$ cat src/core/gpcmd_pkg.sv
package gpcmd_pkg;
   // ****************************************************************
   // Register map and field layout
   // ****************************************************************
   localparam int ADDR_W = 8;
   localparam logic [7:0] CMD_OFFSET = 8'hA8;
   localparam logic [7:0] MODE_OFFSET = 8'hAC;
   localparam int CAL_LSB = 10;
   localparam int CAL_MSB = 12;
   localparam int SBA_BIT = 9;
   localparam int EN_BIT = 8;
   localparam int GT4G_BIT = 5;
   localparam int FW_BIT = 4;
   localparam int RATE_MSB = 2;
   localparam logic [31:0] CMD_RST_GEN2 = 32'h00000000;
   localparam logic [31:0] CMD_RST_GEN3 = 32'h00000A00;
   localparam logic [31:0] CMD_WR_MASK = 32'h00001F17;
   localparam logic [1:0] RESP_OKAY = 2'h0;
   localparam logic [1:0] RESP_SLVERR = 2'h2;
   // ****************************************************************
   // Calibration period codes and times
   // ****************************************************************
   localparam logic [2:0] CAL_4MS = 3'h0;
   localparam logic [2:0] CAL_16MS = 3'h1;
   localparam logic [2:0] CAL_64MS = 3'h2;
   localparam logic [2:0] CAL_256MS = 3'h3;
   localparam logic [2:0] CAL_NONE = 3'h7;
   localparam int CLK_MHZ = 100;
   localparam int CAL_4MS_US = 4000;
   localparam int CAL_16MS_US = 16000;
   localparam int CAL_64MS_US = 64000;
   localparam int CAL_256MS_US = 256000;
   localparam int CAL_4MS_CYC = CAL_4MS_US * CLK_MHZ;
   localparam int CAL_16MS_CYC = CAL_16MS_US * CLK_MHZ;
   localparam int CAL_64MS_CYC = CAL_64MS_US * CLK_MHZ;
   localparam int CAL_256MS_CYC = CAL_256MS_US * CLK_MHZ;
   // ****************************************************************
   // Rate codes
   // ****************************************************************
   localparam logic [2:0] RATE_C0 = 3'h1;
   localparam logic [2:0] RATE_C1 = 3'h2;
   localparam logic [2:0] RATE_C2 = 3'h4;
   typedef enum logic [1:0] {GPCMD_RATE_NONE, GPCMD_RATE_1X, GPCMD_RATE_4X,
      GPCMD_RATE_8X} gpcmd_rate_t;
endpackage

$ cat src/core/gpcmd_top.sv
// Local design decision: the AXI4-Lite interface to the registers.
`timescale 1ns/1ps
// Summary of operation
// - Calibration code selects pulse period
// - Sideband enable bit ignored in gen3
// - Gen3 forces sideband addressing on
// - Port disabled ignores new operations, except the rest of a partial 1X sideband command
// - Accepted operations finish after disable
// - Partial 1X sideband command still issued
// - Pipe path needs enable, sideband also
// - Above-4GB enable reads zero always
// - Standard write without fast write or 1X
// - Fast write at selected rate
// - Gen2 rate decode 1X, 4X only
// - Gen3 rate decode 4X, 8X
// - Reset value depends on generation
// - Generation latched at power good
module gpcmd_top
   import gpcmd_pkg::*;
#(
   parameter int CAL_4MS_CYCLES = CAL_4MS_CYC,
   parameter int CAL_16MS_CYCLES = CAL_16MS_CYC,
   parameter int CAL_64MS_CYCLES = CAL_64MS_CYC,
   parameter int CAL_256MS_CYCLES = CAL_256MS_CYC
) (
   // Clock, reset, enable
   input wire logic clk_sys,
   input wire logic rst_b,
   input wire logic clk_en,
   // Generation detect
   input wire logic power_good,
   input wire logic gen3_detect,
   // AXI4-Lite write address
   input wire logic [gpcmd_pkg::ADDR_W-1:0] s_axi_awaddr,
   input wire logic s_axi_awvalid,
   output logic s_axi_awready,
   // AXI4-Lite write data
   input wire logic [31:0] s_axi_wdata,
   input wire logic [3:0] s_axi_wstrb,
   input wire logic s_axi_wvalid,
   output logic s_axi_wready,
   // AXI4-Lite write response
   output logic [1:0] s_axi_bresp,
   output logic s_axi_bvalid,
   input wire logic s_axi_bready,
   // AXI4-Lite read address
   input wire logic [gpcmd_pkg::ADDR_W-1:0] s_axi_araddr,
   input wire logic s_axi_arvalid,
   output logic s_axi_arready,
   // AXI4-Lite read data
   output logic [31:0] s_axi_rdata,
   output logic [1:0] s_axi_rresp,
   output logic s_axi_rvalid,
   input wire logic s_axi_rready,
   // Port request paths
   input wire logic pipe_req,
   input wire logic sba_req,
   input wire logic sba_cmd_start,
   input wire logic sba_cmd_last,
   input wire logic op_done,
   output logic pipe_accept,
   output logic sba_accept,
   output logic port_busy,
   // Port operating mode
   output logic sideband_active,
   output logic port_enable,
   output logic fast_write_active,
   output logic standard_write_active,
   output gpcmd_pkg::gpcmd_rate_t rate_mode,
   output logic rate_illegal,
   output logic cal_pulse
);
   import gpcmd_pkg::*;

   // ****************************************************************
   // State
   // ****************************************************************
   logic [31:0] cmd;
   logic gen3;
   logic pg_q;
   logic aw_held;
   logic w_held;
   logic [ADDR_W-1:0] aw_addr;
   logic [31:0] w_data;
   logic [3:0] w_strb;
   logic [31:0] next_cmd;
   logic [31:0] rd_word;
   logic rd_hit;
   logic wr_fire;
   logic [31:0] cal_cnt;
   logic [31:0] cal_limit;
   logic [3:0] outstanding;
   logic sba_partial;
   logic sideband_enable_eff;

   // ****************************************************************
   // Generation capture
   // ****************************************************************
   // Mode latched on rising power good, held afterwards
   always_ff @(posedge clk_sys) begin
      if (!rst_b) begin
         pg_q <= 1'b0;
         gen3 <= 1'b0;
      end else if (clk_en) begin
         pg_q <= power_good;
         if (power_good && !pg_q) begin
            gen3 <= gen3_detect;
         end
      end
   end

   // ****************************************************************
   // AXI4-Lite write path
   // ****************************************************************
   assign s_axi_awready = !aw_held && !s_axi_bvalid;
   assign s_axi_wready = !w_held && !s_axi_bvalid;
   assign wr_fire = aw_held && w_held && !s_axi_bvalid;

   // Address and data captured independently, either order
   always_ff @(posedge clk_sys) begin
      if (!rst_b) begin
         aw_held <= 1'b0;
         w_held <= 1'b0;
         aw_addr <= '0;
         w_data <= '0;
         w_strb <= '0;
      end else if (clk_en) begin
         if (s_axi_awvalid && s_axi_awready) begin
            aw_held <= 1'b1;
            aw_addr <= s_axi_awaddr;
         end else if (wr_fire) begin
            aw_held <= 1'b0;
         end
         if (s_axi_wvalid && s_axi_wready) begin
            w_held <= 1'b1;
            w_data <= s_axi_wdata;
            w_strb <= s_axi_wstrb;
         end else if (wr_fire) begin
            w_held <= 1'b0;
         end
      end
   end

   // Response one cycle after both halves are held
   always_ff @(posedge clk_sys) begin
      if (!rst_b) begin
         s_axi_bvalid <= 1'b0;
         s_axi_bresp <= RESP_OKAY;
      end else if (clk_en) begin
         if (wr_fire) begin
            s_axi_bvalid <= 1'b1;
            s_axi_bresp <= (aw_addr[ADDR_W-1:2] == CMD_OFFSET[ADDR_W-1:2]) ?
               RESP_OKAY : RESP_SLVERR;
         end else if (s_axi_bready) begin
            s_axi_bvalid <= 1'b0;
         end
      end
   end

   // Byte-lane merge of writable bits only
   always_comb begin
      next_cmd = cmd;
      for (int i = 0; i < 4; i++) begin
         if (w_strb[i]) begin
            next_cmd[i*8 +: 8] = w_data[i*8 +: 8];
         end
      end
      next_cmd = next_cmd & CMD_WR_MASK;
   end

   // Command register with generation dependent reset
   always_ff @(posedge clk_sys) begin
      if (!rst_b) begin
         cmd <= CMD_RST_GEN2;
      end else if (clk_en) begin
         if (power_good && !pg_q) begin
            cmd <= gen3_detect ? CMD_RST_GEN3 : CMD_RST_GEN2;
         end else if (wr_fire && aw_addr[ADDR_W-1:2] == CMD_OFFSET[ADDR_W-1:2]) begin
            cmd <= next_cmd;
         end
      end
   end

   // ****************************************************************
   // AXI4-Lite read path
   // ****************************************************************
   assign s_axi_arready = !s_axi_rvalid;

   // Read decode, reserved and hardwired bits are zero
   always_comb begin
      rd_hit = 1'b1;
      rd_word = '0;
      if (s_axi_araddr[ADDR_W-1:2] == CMD_OFFSET[ADDR_W-1:2]) begin
         rd_word = cmd & CMD_WR_MASK;
      end else if (s_axi_araddr[ADDR_W-1:2] == MODE_OFFSET[ADDR_W-1:2]) begin
         rd_word = {28'h0000000, port_busy, sideband_enable_eff, rate_illegal, gen3};
      end else begin
         rd_hit = 1'b0;
      end
   end

   // Read data registered, held until taken
   always_ff @(posedge clk_sys) begin
      if (!rst_b) begin
         s_axi_rvalid <= 1'b0;
         s_axi_rdata <= '0;
         s_axi_rresp <= RESP_OKAY;
      end else if (clk_en) begin
         if (s_axi_arvalid && s_axi_arready) begin
            s_axi_rvalid <= 1'b1;
            s_axi_rdata <= rd_word;
            s_axi_rresp <= rd_hit ? RESP_OKAY : RESP_SLVERR;
         end else if (s_axi_rready) begin
            s_axi_rvalid <= 1'b0;
         end
      end
   end

   // ****************************************************************
   // Port control decode
   // ****************************************************************
   assign port_enable = cmd[EN_BIT];
   assign sideband_enable_eff = gen3 | cmd[SBA_BIT];
   assign sideband_active = sideband_enable_eff;

   // Rate decode per generation
   always_comb begin
      rate_illegal = 1'b0;
      case (cmd[RATE_MSB:0])
         RATE_C0: rate_mode = gen3 ? GPCMD_RATE_4X : GPCMD_RATE_1X;
         RATE_C1: begin
            rate_mode = gen3 ? GPCMD_RATE_8X : GPCMD_RATE_NONE;
            rate_illegal = !gen3;
         end
         RATE_C2: begin
            rate_mode = gen3 ? GPCMD_RATE_NONE : GPCMD_RATE_4X;
            rate_illegal = gen3;
         end
         default: begin
            rate_mode = GPCMD_RATE_NONE;
            rate_illegal = 1'b1;
         end
      endcase
   end

   // Fast write needs enable and a rate faster than 1X
   assign fast_write_active = cmd[FW_BIT] && (rate_mode == GPCMD_RATE_4X
      || rate_mode == GPCMD_RATE_8X);
   assign standard_write_active = !fast_write_active;

   // ****************************************************************
   // Request acceptance
   // ****************************************************************
   // New requests only while enabled, sideband also needs its enable
   assign pipe_accept = port_enable && pipe_req;
   assign sba_accept = sba_req && ((port_enable && sideband_enable_eff)
      || sba_partial);
   assign port_busy = (outstanding != 4'h0) || sba_partial;

   // Sideband command in flight at 1X rate survives a disable
   always_ff @(posedge clk_sys) begin
      if (!rst_b) begin
         sba_partial <= 1'b0;
      end else if (clk_en) begin
         if (sba_accept && sba_cmd_start && !sba_cmd_last
            && rate_mode == GPCMD_RATE_1X) begin
            sba_partial <= 1'b1;
         end else if (sba_accept && sba_cmd_last) begin
            sba_partial <= 1'b0;
         end
      end
   end

   // Accepted operations counted until completed, regardless of enable
   always_ff @(posedge clk_sys) begin
      if (!rst_b) begin
         outstanding <= 4'h0;
      end else if (clk_en) begin
         outstanding <= 4'(outstanding
            + ((pipe_accept || (sba_accept && sba_cmd_last)) && outstanding != 4'hF)
            - (op_done && outstanding != 4'h0));
      end
   end

   // ****************************************************************
   // Calibration timer
   // ****************************************************************
   always_comb begin
      case (cmd[CAL_MSB:CAL_LSB])
         CAL_4MS: cal_limit = CAL_4MS_CYCLES;
         CAL_16MS: cal_limit = CAL_16MS_CYCLES;
         CAL_64MS: cal_limit = CAL_64MS_CYCLES;
         CAL_256MS: cal_limit = CAL_256MS_CYCLES;
         default: cal_limit = '0;
      endcase
   end

   // One-cycle pulse each period while port enabled, none when disabled or for no-calibration or reserved codes
   always_ff @(posedge clk_sys) begin
      if (!rst_b) begin
         cal_cnt <= '0;
         cal_pulse <= 1'b0;
      end else if (clk_en) begin
         cal_pulse <= 1'b0;
         if (cal_limit == '0 || !port_enable) begin
            cal_cnt <= '0;
         end else if (cal_cnt >= cal_limit - 32'h1) begin
            cal_cnt <= '0;
            cal_pulse <= 1'b1;
         end else begin
            cal_cnt <= cal_cnt + 32'h1;
         end
      end
   end
endmodule

$ cat config.mk
export PLATFORM = sky130hd
export DESIGN_NAME = gpcmd_top
export DESIGN_NICKNAME = d
export VERILOG_FILES = /design/src/core/gpcmd_pkg.sv /design/src/core/gpcmd_top.sv
export SDC_FILE = /design/constraint.sdc
export NUM_CORES = 1
export LEC_CHECK = 0
export CAP_MARGIN = 10
export CORE_UTILIZATION = 56
export DETAILED_ROUTE_END_ITERATION = 7
export DONT_BUFFER_PORTS = 1
export GPL_TIMING_DRIVEN = 1
export PLACE_DENSITY_LB_ADDON = 0.1
export REMOVE_ABC_BUFFERS = 1
export SLEW_MARGIN = 20
export SYNTH_ARGS = -nofsm -noshare
export SYNTH_HDL_FRONTEND = slang
export SYNTH_SLANG_ARGS = --single-unit
export TNS_END_PERCENT = 50
$ cat constraint.sdc
create_clock -name clk_sys -period 7.9 [get_ports clk_sys]
set_clock_uncertainty 0.05 [all_clocks]
set_input_delay 0.395 -clock clk_sys [delete_from_list [all_inputs] [get_ports clk_sys]]
set_output_delay 0.395 -clock clk_sys [all_outputs]
set_load 0.01 [all_outputs]
==> results of run 1 <==
-- flip-flops by register name, indices dropped and copies added (netlist names) --
signal / flops
cal_pulse: 1
sba_partial: 1
aw_addr: 6
s_axi_bvalid: 1
s_axi_rvalid: 1
outstanding: 4
cal_cnt: 32
w_data: 9
s_axi_rdata: 10
w_strb: 2
s_axi_bresp: 1
aw_held: 1
s_axi_rresp: 1
w_held: 1
cmd: 9
gen3: 1
pg_q: 1
-- where the power goes --
part	internal, W	switching (W)
Sequential	0.000424	0.0000100
Combinational	0.0000344	0.0000599
Clock	0.000153	0.000175
-- cell usage after synthesis, types with 2 or more instances --
cell type	count
nand3b_1	2
nor4bb_1	2
nor2b_1	6
a211oi_1	5
buf_4	25
nor4_1	2
buf_2	3
nand2b_1	6
and3_1	10
xnor2_1	2
buf_6	3
a21boi_0	2
nor4b_1	2
nor3b_1	2
a21oi_1	59
xor2_1	2
nor2_1	63
o21ai_0	16
and2_1	7
nand3_2	2
buf_1	2
nor4_2	2
and4_1	5
ha_1	34
nor3_1	8
o211ai_1	2
nand4_1	12
a31oi_1	22
inv_1	24
a22oi_1	10
clkbuf_1	18
o21a_1	6
or2_2	3
a31o_2	2
nand2_1	71
or3_1	14
dfxtp_1	82
mux2i_1	13
nand3_1	30
a21o_1	4
-- layer usage --
metal / share of wire [%] / GRT usage (%)
met5: 0 / 0
met4: 1.5 / 8.84
met3: 4.9 / 4.23
met2: 49 / 45.2
met1: 45 / 31.0
-- per-stage QoR --
stage / instances / power (W)
after floorplan: 578 / 0.000514
after global placement: 684 / 0.000531
after detailed placement: 684 / 0.000536
after CTS: 700 / 0.000863
after global routing: 700 / 0.000887
final: 700 / 0.000857
-- final timing paths --
kind,depth (start not counted),slack [ns],startpoint,to
hold / removal,1,0.06,clk_en,outstanding[1]$_SDFFE_PN0P_
setup / recovery,13,3.76,cmd[12]$_SDFFE_PN0P_,cal_cnt[11]$_SDFFE_PN0P_
setup reg to reg,13,3.76,cmd[12]$_SDFFE_PN0P_,cal_cnt[11]$_SDFFE_PN0P_
hold reg to reg,2,0.41,w_data[1]$_SDFFE_PN0P_,w_data[1]$_SDFFE_PN0P_
-- kinds of logic after synthesis --
| kind of cell | after synthesis | synth area share, % |
|---|---|---|
| xor+xnor | 4 | 0.723 |
| flops | 82 | 33.9 |
| fa+ha+maj | 35 | 9.19 |
| mux | 14 | 2.92 |
| simple gates | 255 | 26.8 |
| buf+inv | 75 | 8.29 |
| compound gates | 140 | 18.1 |
| other cells | 1 | 0.0774 |
-- final cells by class --
type	instances	area (um^2)
clock inverters	7	83.8
repair buffers	1	7.51
multi-input cells	472	2890
fillers	769	3330
well taps	105	131
inverters	24	90.1
clock buffers	9	124
flip-flops and latches	82	1640
==> results.py, run 1 <==
metrics = {
    "outcome": {
        "status": "finished clean",
    },
    "clocking": {
        "clock-sinks": 82,
        "cts-root-buf": "clkbuf_8",
        "cts_tree": "done",
        "path_clk_slew_ns": 0.09,
        "post_cts_buffers": 0,
        "clk_latency_ns": 0.37,
        "cts_buffers": 9,
        "hold_buffers": 0,
        "cts_resized": 0,
        "cts_max_level": 3,
        "ctsLongestPathBuffers": 2,
    },
    "route": {
        "drc": 0,
        "finalWirelength_um": 11100,
        "ant_nets": 0,
        "route.vias.total": 4174,
        "vias_per_cell": 5.96,
        "routedWlPerCell_um": 15.8,
        "drt-initial-drc-count": 185,
        "dr.pass1.iters": 4,
    },
    "yosys": {
        "synth_area_leaders": "dfxtp_1, ha_1, a21oi_1",
        "synth_top_flop_cell": "dfxtp_1",
        "synth.distinct_cells": 61,
        "avgSynthCellArea_um2": 7.99,
        "synth_warnings": 0,
        "synth_cells": 606,
        "synthesis.area_um2": 4840,
        "synth_area_leader_cell": "dfxtp_1",
        "synth_edf_count": 0,
        "ys_async_sr_fraction_pct": 0,
        "synth-seq-cells": 82,
        "yosysSeqAreaShare_pct": 33.9,
        "yosysTopAreaCellShare_pct": 33.9,
    },
    "global_routing": {
        "grt_antenna_before_repair": 0,
        "grt_max_degree": 58,
        "grt_pass1_vias": 3874,
        "grt_pass1_wl_um": 18000,
        "overflow": 0,
        "grt.total_usage_pct": 25.5,
    },
    "timing": {
        "whs_ns": 0.0649,
        "fin_crit_ns": 4.14,
        "fmax_mhz": 241,
        "fin_ws_ns": 3.76,
        "tightest_slew_ns": 0.962,
        "rsz0062_at_grt": "no",
        "setup_viol": 0,
        "post-route-period-util_pct": 52.4,
        "hold_viol": 0,
        "drv_slew": 0,
        "maxSlewHeadroom_pct": 35.6,
        "tns_ns": 0,
    },
    "place": {
        "dp_hpwl_um": 7900,
        "place_area_um2": 4760,
        "pre_cts_ws_ns": 3.79,
        "routabilityCongestion": 0.853,
        "port_buffers": 0,
    },
    "worst_setup_path": {
        "crit_buf_inv": 1,
        "end_kind": "flop",
        "required_ns": 8.13,
        "worstPathCellList": "inv_1 > nand2_1 > ha_1 > nand2_1 > a21boi_0 > ha_1 > a21oi_1 > o21ai_0 > a41o_1 > o311ai_4 > and3_1 > o21ai_1 > a311oi_2",
        "path_delay_family": "compound AO/OA/AOI/OAI gates",
        "cpPeakStageDelay_ns": 0.76,
        "path_class": "flop to flop",
        "critical_path_arrival_ns": 4.37,
        "cp_slowest_cell": "and3_1",
        "cp_max_fo": 23,
        "startpoint_type": "flop",
    },
    "power": {
        "leakage_nw": 1.89,
        "peakVddDrop_mv": 0.0946,
        "power.density_nw_per_um2": 172,
    },
    "hold_path": {
        "min_path_type": "primary input to flop",
    },
    "final_layout": {
        "drive_gt1_share_pct": 6.39,
        "area_delta_synth_final_pct": 2.63,
        "nNetsFinal": 692,
        "utilization_pct": 59.9,
        "final_area_um2": 4970,
        "layout_common_cells": "dfxtp_1, nand2_1, nor2_1, a21oi_1, ha_1",
        "antenna_cells": 0,
        "final_common_cell": "dfxtp_1",
    },
    "floorplan": {
        "rows": 33,
        "chipHeight_um": 95.0,
        "core-area_um2": 8300,
        "die_x_um": 95.0,
        "start_util_pct": 58.4,
        "io_pins": 119,
        "die_area_um2": 9030,
    },
    "run": {
        "drv_cap": 0,
    },
}
No activity file was read; power rests on OpenSTA's default activity.
==> inputs of run 2 (changes only) <==
clock period = 4.16 ns   (was 7.9 ns; I/O delays follow)
==> run 2 against run 1 <==
Effect of this change: fmax rose by 8.6%; sequential power rose by 90%; global-route usage rose by 1.0 points.
==> results.py, run 2 (synthesized netlist as in run 1, its figures left out) <==
metrics = {
    "hold_path": {
        "min_path_type": "primary input to flop",
    },
    "clocking": {
        "cts_buffers": 9,
        "clock-sinks": 82,
        "ctsLongestPathBuffers": 2,
        "clk_latency_ns": 0.37,
        "path_clk_slew_ns": 0.09,
        "post_cts_buffers": 0,
        "cts_tree": "done",
        "cts_max_level": 3,
        "cts-root-buf": "clkbuf_8",
    },
    "power": {
        "power.density_nw_per_um2": 311,
        "leakage_nw": 1.98,
        "peakVddDrop_mv": 0.191,
    },
    "timing": {
        "rsz0062_at_grt": "no",
        "fmax_mhz": 262,
        "tns_ns": 0,
        "whs_ns": 0.0282,
        "tightest_slew_ns": 0.959,
        "drv_slew": 0,
        "fin_ws_ns": 0.345,
        "post-route-period-util_pct": 91.7,
        "hold_viol": 0,
        "fin_crit_ns": 3.81,
        "maxSlewHeadroom_pct": 35.9,
        "setup_viol": 0,
    },
    "floorplan": {
        "io_pins": 119,
        "chipHeight_um": 95.0,
        "die_x_um": 95.0,
        "rows": 33,
        "start_util_pct": 58.4,
        "die_area_um2": 9030,
        "core-area_um2": 8300,
    },
    "place": {
        "pre_cts_ws_ns": 0.428,
        "port_buffers": 0,
        "dp_hpwl_um": 7910,
        "routabilityCongestion": 0.840,
    },
    "route": {
        "routedWlPerCell_um": 15.8,
        "dr.pass1.iters": 5,
        "finalWirelength_um": 11500,
        "route.vias.total": 4282,
        "drt-initial-drc-count": 235,
        "ant_nets": 0,
        "drc": 0,
        "vias_per_cell": 5.91,
    },
    "final_layout": {
        "antenna_cells": 0,
        "layout_common_cells": "dfxtp_1, nand2_1, nor2_1, a21oi_1, ha_1",
        "drive_gt1_share_pct": 6.29,
        "utilization_pct": 62.8,
        "area_delta_synth_final_pct": 7.54,
        "regMostFlops": "cal_cnt",
        "final_common_cell": "dfxtp_1",
        "largest_register_ffs": 32,
        "top_regs": "cal_cnt: 32 flops, s_axi_rdata: 10 flops",
        "nNetsFinal": 717,
        "fillers": 736,
    },
    "outcome": {
        "status": "finished clean",
    },
    "global_routing": {
        "grt_pass1_vias": 3970,
        "grt_antenna_before_repair": 0,
        "grt_max_degree": 59,
        "grt.total_usage_pct": 26.5,
        "overflow": 0,
        "grt_pass1_wl_um": 18700,
    },
    "worst_setup_path": {
        "cp_max_fo": 15,
        "cpPeakStageDelay_ns": 0.60,
        "required_ns": 4.40,
        "end_kind": "flop",
        "path_class": "flop to flop",
        "cp_slowest_cell": "and3_1",
        "worstPathCellList": "inv_1 > nand3_1 > ha_1 > nand2_1 > a21boi_0 > ha_1 > a21oi_1 > o21ai_0 > o311ai_4 > and3_1 > buf_4 > nand3_1 > a31oi_1",
        "critical_path_arrival_ns": 4.05,
        "startpoint_type": "flop",
    },
    "run": {
        "drv_cap": 0,
    },
}
run 2: worst paths after layout:
check / start / end / slack [ns] / cells after the start
setup / recovery: cmd[11]$_SDFFE_PN0P_ / cal_cnt[4]$_SDFFE_PN0P_ / 0.35 / 13
hold / removal: clk_en / sba_partial$_SDFFE_PN0P_ / 0.03 / 3
setup reg to reg: cmd[11]$_SDFFE_PN0P_ / cal_cnt[4]$_SDFFE_PN0P_ / 0.35 / 13
hold reg to reg: w_data[1]$_SDFFE_PN0P_ / w_data[1]$_SDFFE_PN0P_ / 0.41 / 2
run 2: final cells by class:
type / count / area (um^2) / area share (%)
clock inverters: 6 / 72.6 / 1.39
multi-input cells: 472 / 2890 / 55.5
well taps: 105 / 131 / 2.52
clock buffers: 10 / 128 / 2.45
flip-flops and latches: 82 / 1640 / 31.5
repair buffers: 26 / 253 / 4.85
inverters: 24 / 90.1 / 1.73
run 2: repair_timing:
item	CTS	global route
hold buffers	23	0
endpoints found under the hold margin	33	0
resized for setup	0	0
setup endpoints to repair	0	0
run 2: metrics by stage:
step | power, W | cells | instance area, um^2
3_5_place_dp | 0.00102 | 686 | 4780
2_1_floorplan | 0.000976 | 578 | 4620
5_1_grt | 0.00169 | 725 | 5210
3_3_place_gp | 0.00101 | 686 | 4780
4_1_cts | 0.00163 | 725 | 5210
6_report | 0.00162 | 725 | 5210
run 2: routing by layer:
| layer | routed length [um] | GRT usage, % | share of wire, % | vias to the layer above |
|---|---|---|---|---|
| met5 | 0 | 0 | 0 | - |
| met4 | 212 | 9.72 | 1.8 | 0 |
| met3 | 596 | 4.31 | 5.2 | 21 |
| met2 | 5640 | 45.9 | 49 | 126 |
| met1 | 5020 | 33.0 | 44 | 2000 |
| li1 | - | - | - | 2135 |
run 2: where the power goes:
part	switching [W]	internal [W]	leakage [nW]	total (W)
Clock	0.000313	0.000284	0.0910	0.000596
Sequential	0.0000194	0.000805	0.664	0.000825
Combinational	0.000118	0.0000800	1.22	0.000198
Total	0.000450	0.00117	1.98	0.00162
run 2: critical path, delay by kind of cell, from the launching register on:
family                   cells  cell delay (ns)
AND/OR/NAND/NOR              4             1.02
AO/OA/AOI/OAI                5             1.09
flip-flops                   1             0.52
adder cells (fa/ha/maj)      2             0.63
buffers and inverters        2             0.43
==> inputs of run 3 (changes only) <==
ABC_AREA = 1   (was unset)
SKIP_CTS_REPAIR_TIMING = 1   (was unset)
==> run 3 against run 2 <==
Effect of this change: the flow now finishes with violations (negative hold slack); highest routed layer unchanged; register-to-register slack better by 0.38 ns; synthesized area is 12% higher; largest cell class unchanged; non-clock buffer count shrank 11.
==> results.py, run 3 <==
metrics = {
    "outcome": {
        "status": "complete, but fails checks",
        "violations": "negative hold slack",
    },
    "final_layout": {
        "final_common_cell": "nand2_1",
        "largest_register_ffs": 32,
        "drive_gt1_share_pct": 5.48,
        "antenna_cells": 0,
        "area_delta_synth_final_pct": 5.72,
        "layout_common_cells": "nand2_1, nor2_1, inv_1, dfxtp_1, a21oi_1",
        "fillers": 915,
        "regMostFlops": "cal_cnt",
        "final_area_um2": 5730,
        "nNetsFinal": 954,
        "top_regs": "cal_cnt: 32 flops, s_axi_rdata: 10 flops",
        "final_cells": 986,
    },
    "floorplan": {
        "die_area_um2": 10100,
        "chipHeight_um": 100,
        "io_pins": 119,
        "core-area_um2": 9330,
        "die_x_um": 100,
        "start_util_pct": 58.1,
        "rows": 35,
    },
    "timing": {
        "setup_viol": 0,
        "post-route-period-util_pct": 82.6,
        "hold_viol": 11,
        "tns_ns": 0,
        "maxSlewHeadroom_pct": 27.1,
        "drv_slew": 0,
        "rsz0062_at_grt": "no",
        "fmax_mhz": 291,
        "fin_crit_ns": 3.43,
        "tightest_slew_ns": 1.09,
        "whs_ns": -0.0302,
    },
    "route": {
        "top_layer": "met4",
        "wl_met1_um": 6080,
        "routedWlPerCell_um": 13.4,
        "ant_nets": 0,
        "dr.pass1.iters": 4,
        "wl_met2_um": 6080,
        "wl_met3_um": 629,
        "drt-initial-drc-count": 248,
        "vias_per_cell": 5.30,
        "route.vias.total": 5228,
        "drc": 0,
        "finalWirelength_um": 13200,
    },
    "yosys": {
        "synth_top_flop_cell": "dfxtp_1",
        "synth_area_leader_cell": "dfxtp_1",
        "synth_edf_count": 0,
        "yosysSeqAreaShare_pct": 30.3,
        "synth_most_common_cell": "nand2_1",
        "synthesis.area_um2": 5420,
        "synth_warnings": 0,
        "ys_async_sr_fraction_pct": 0,
        "synth_common_cells": "nand2_1, nor2_1, inv_1, dfxtp_1, a21oi_1",
        "synth_area_leaders": "dfxtp_1, nand2_1, nor2_1",
        "avgSynthCellArea_um2": 6.34,
        "synth.distinct_cells": 44,
        "yosysTopAreaCellShare_pct": 30.3,
        "synth_cells": 855,
        "synth-seq-cells": 82,
    },
    "global_routing": {
        "grt_pass1_vias": 4752,
        "grt_antenna_before_repair": 0,
        "grt.total_usage_pct": 26.3,
        "grt_max_degree": 37,
        "grt_pass1_wl_um": 21300,
        "overflow": 0,
    },
    "place": {
        "routabilityCongestion": 0.891,
        "place_area_um2": 5400,
        "placedCellCount": 960,
        "dp_hpwl_um": 9330,
        "port_buffers": 0,
    },
    "worst_setup_path": {
        "end_kind": "flop",
        "critical_path_arrival_ns": 3.69,
        "startpoint_type": "flop",
        "cp_max_fo": 21,
        "required_ns": 4.41,
        "path_class": "flop to flop",
    },
    "clocking": {
        "cts-root-buf": "clkbuf_8",
        "path_clk_slew_ns": 0.09,
        "clock-sinks": 82,
        "cts_buffers": 9,
        "ctsLongestPathBuffers": 2,
        "clk_latency_ns": 0.36,
        "cts_tree": "done",
        "cts_max_level": 3,
    },
    "power": {
        "peakVddDrop_mv": 0.198,
        "power.density_nw_per_um2": 305,
        "power_w": 0.00175,
        "leakage_nw": 2.44,
    },
    "run": {
        "drv_cap": 0,
    },
    "hold_path": {
        "min_path_type": "primary input to flop",
    },
}
run 3: cells by family after synthesis:
family / count (synthesis) / synth area share, %
buffers and inverters: 154 / 12.7
adder cells (fa/ha/maj): 35 / 8.21
AO/OA/AOI/OAI: 138 / 13.6
flip-flops: 82 / 30.3
AND/OR/NAND/NOR: 441 / 34.4
other: 1 / 0.0691
XOR/XNOR: 4 / 0.646
run 3: path summary, 6_finish.rpt:
path / from / cells after the start / to / slack, ns
worst max-delay path: cmd[12]$_SDFFE_PN0P_ / 17 / cal_cnt[20]$_SDFFE_PN0P_ / 0.73
worst min-delay path: s_axi_awaddr[2] / 2 / aw_addr[2]$_SDFFE_PN0P_ / -0.03
worst max register to register: cmd[12]$_SDFFE_PN0P_ / 17 / cal_cnt[20]$_SDFFE_PN0P_ / 0.73
worst min register to register: w_data[10]$_SDFFE_PN0P_ / 2 / w_data[10]$_SDFFE_PN0P_ / 0.41
run 3: metal layers:
layer,track usage [%],up-vias
li1,-,2672
met1,33.5,2380
met2,45.0,144
met3,3.27,32
met4,10.9,0
met5,0,-
run 3: cell type report:
class | instances | area (um^2) | area share (%)
Timing Repair Buffer | 15 | 138 | 2.40
Inverter | 102 | 383 | 6.68
Clock inverter | 7 | 109 | 1.90
Multi-Input combinational cell | 642 | 3180 | 55.4
Sequential cell | 82 | 1640 | 28.6
Clock buffer | 9 | 124 | 2.16
Tap cell | 129 | 161 | 2.81
run 3: worst max-delay path, stage by stage, from the launching register on:
cell,delay (ns)
dfxtp_1,0.68
inv_1,0.25
nand2_1,0.18
ha_1,0.33
nand2_1,0.16
o21ai_0,0.17
inv_1,0.08
ha_1,0.29
a21oi_1,0.15
nand2_1,0.07
nand2_1,0.05
nand2_1,0.05
a21oi_2,0.12
buf_4,0.29
nand2_4,0.19
nor2_1,0.13
nor2_1,0.05
nor2_1,0.08
run 3: metrics by stage:
| stage | hold WS (ns) | util, % | worst slack (ns) |
|---|---|---|---|
| after floorplan | 0.247 | - | 1.15 |
| after global placement | 0.259 | 57.9 | 0.852 |
| after detailed placement | 0.265 | 57.9 | 0.780 |
| after CTS | -0.126 | 60.4 | 0.753 |
| after global routing | 0.000597 | 61.5 | 0.292 |
| final | -0.0302 | 61.5 | 0.726 |
run 3: where the power goes:
| part | internal, W | total (W) | switching (W) | leakage [nW] |
|---|---|---|---|---|
| logic | 0.0000749 | 0.000224 | 0.000149 | 1.66 |
| registers | 0.000813 | 0.000835 | 0.0000219 | 0.667 |
| clock network | 0.000352 | 0.000689 | 0.000337 | 0.118 |
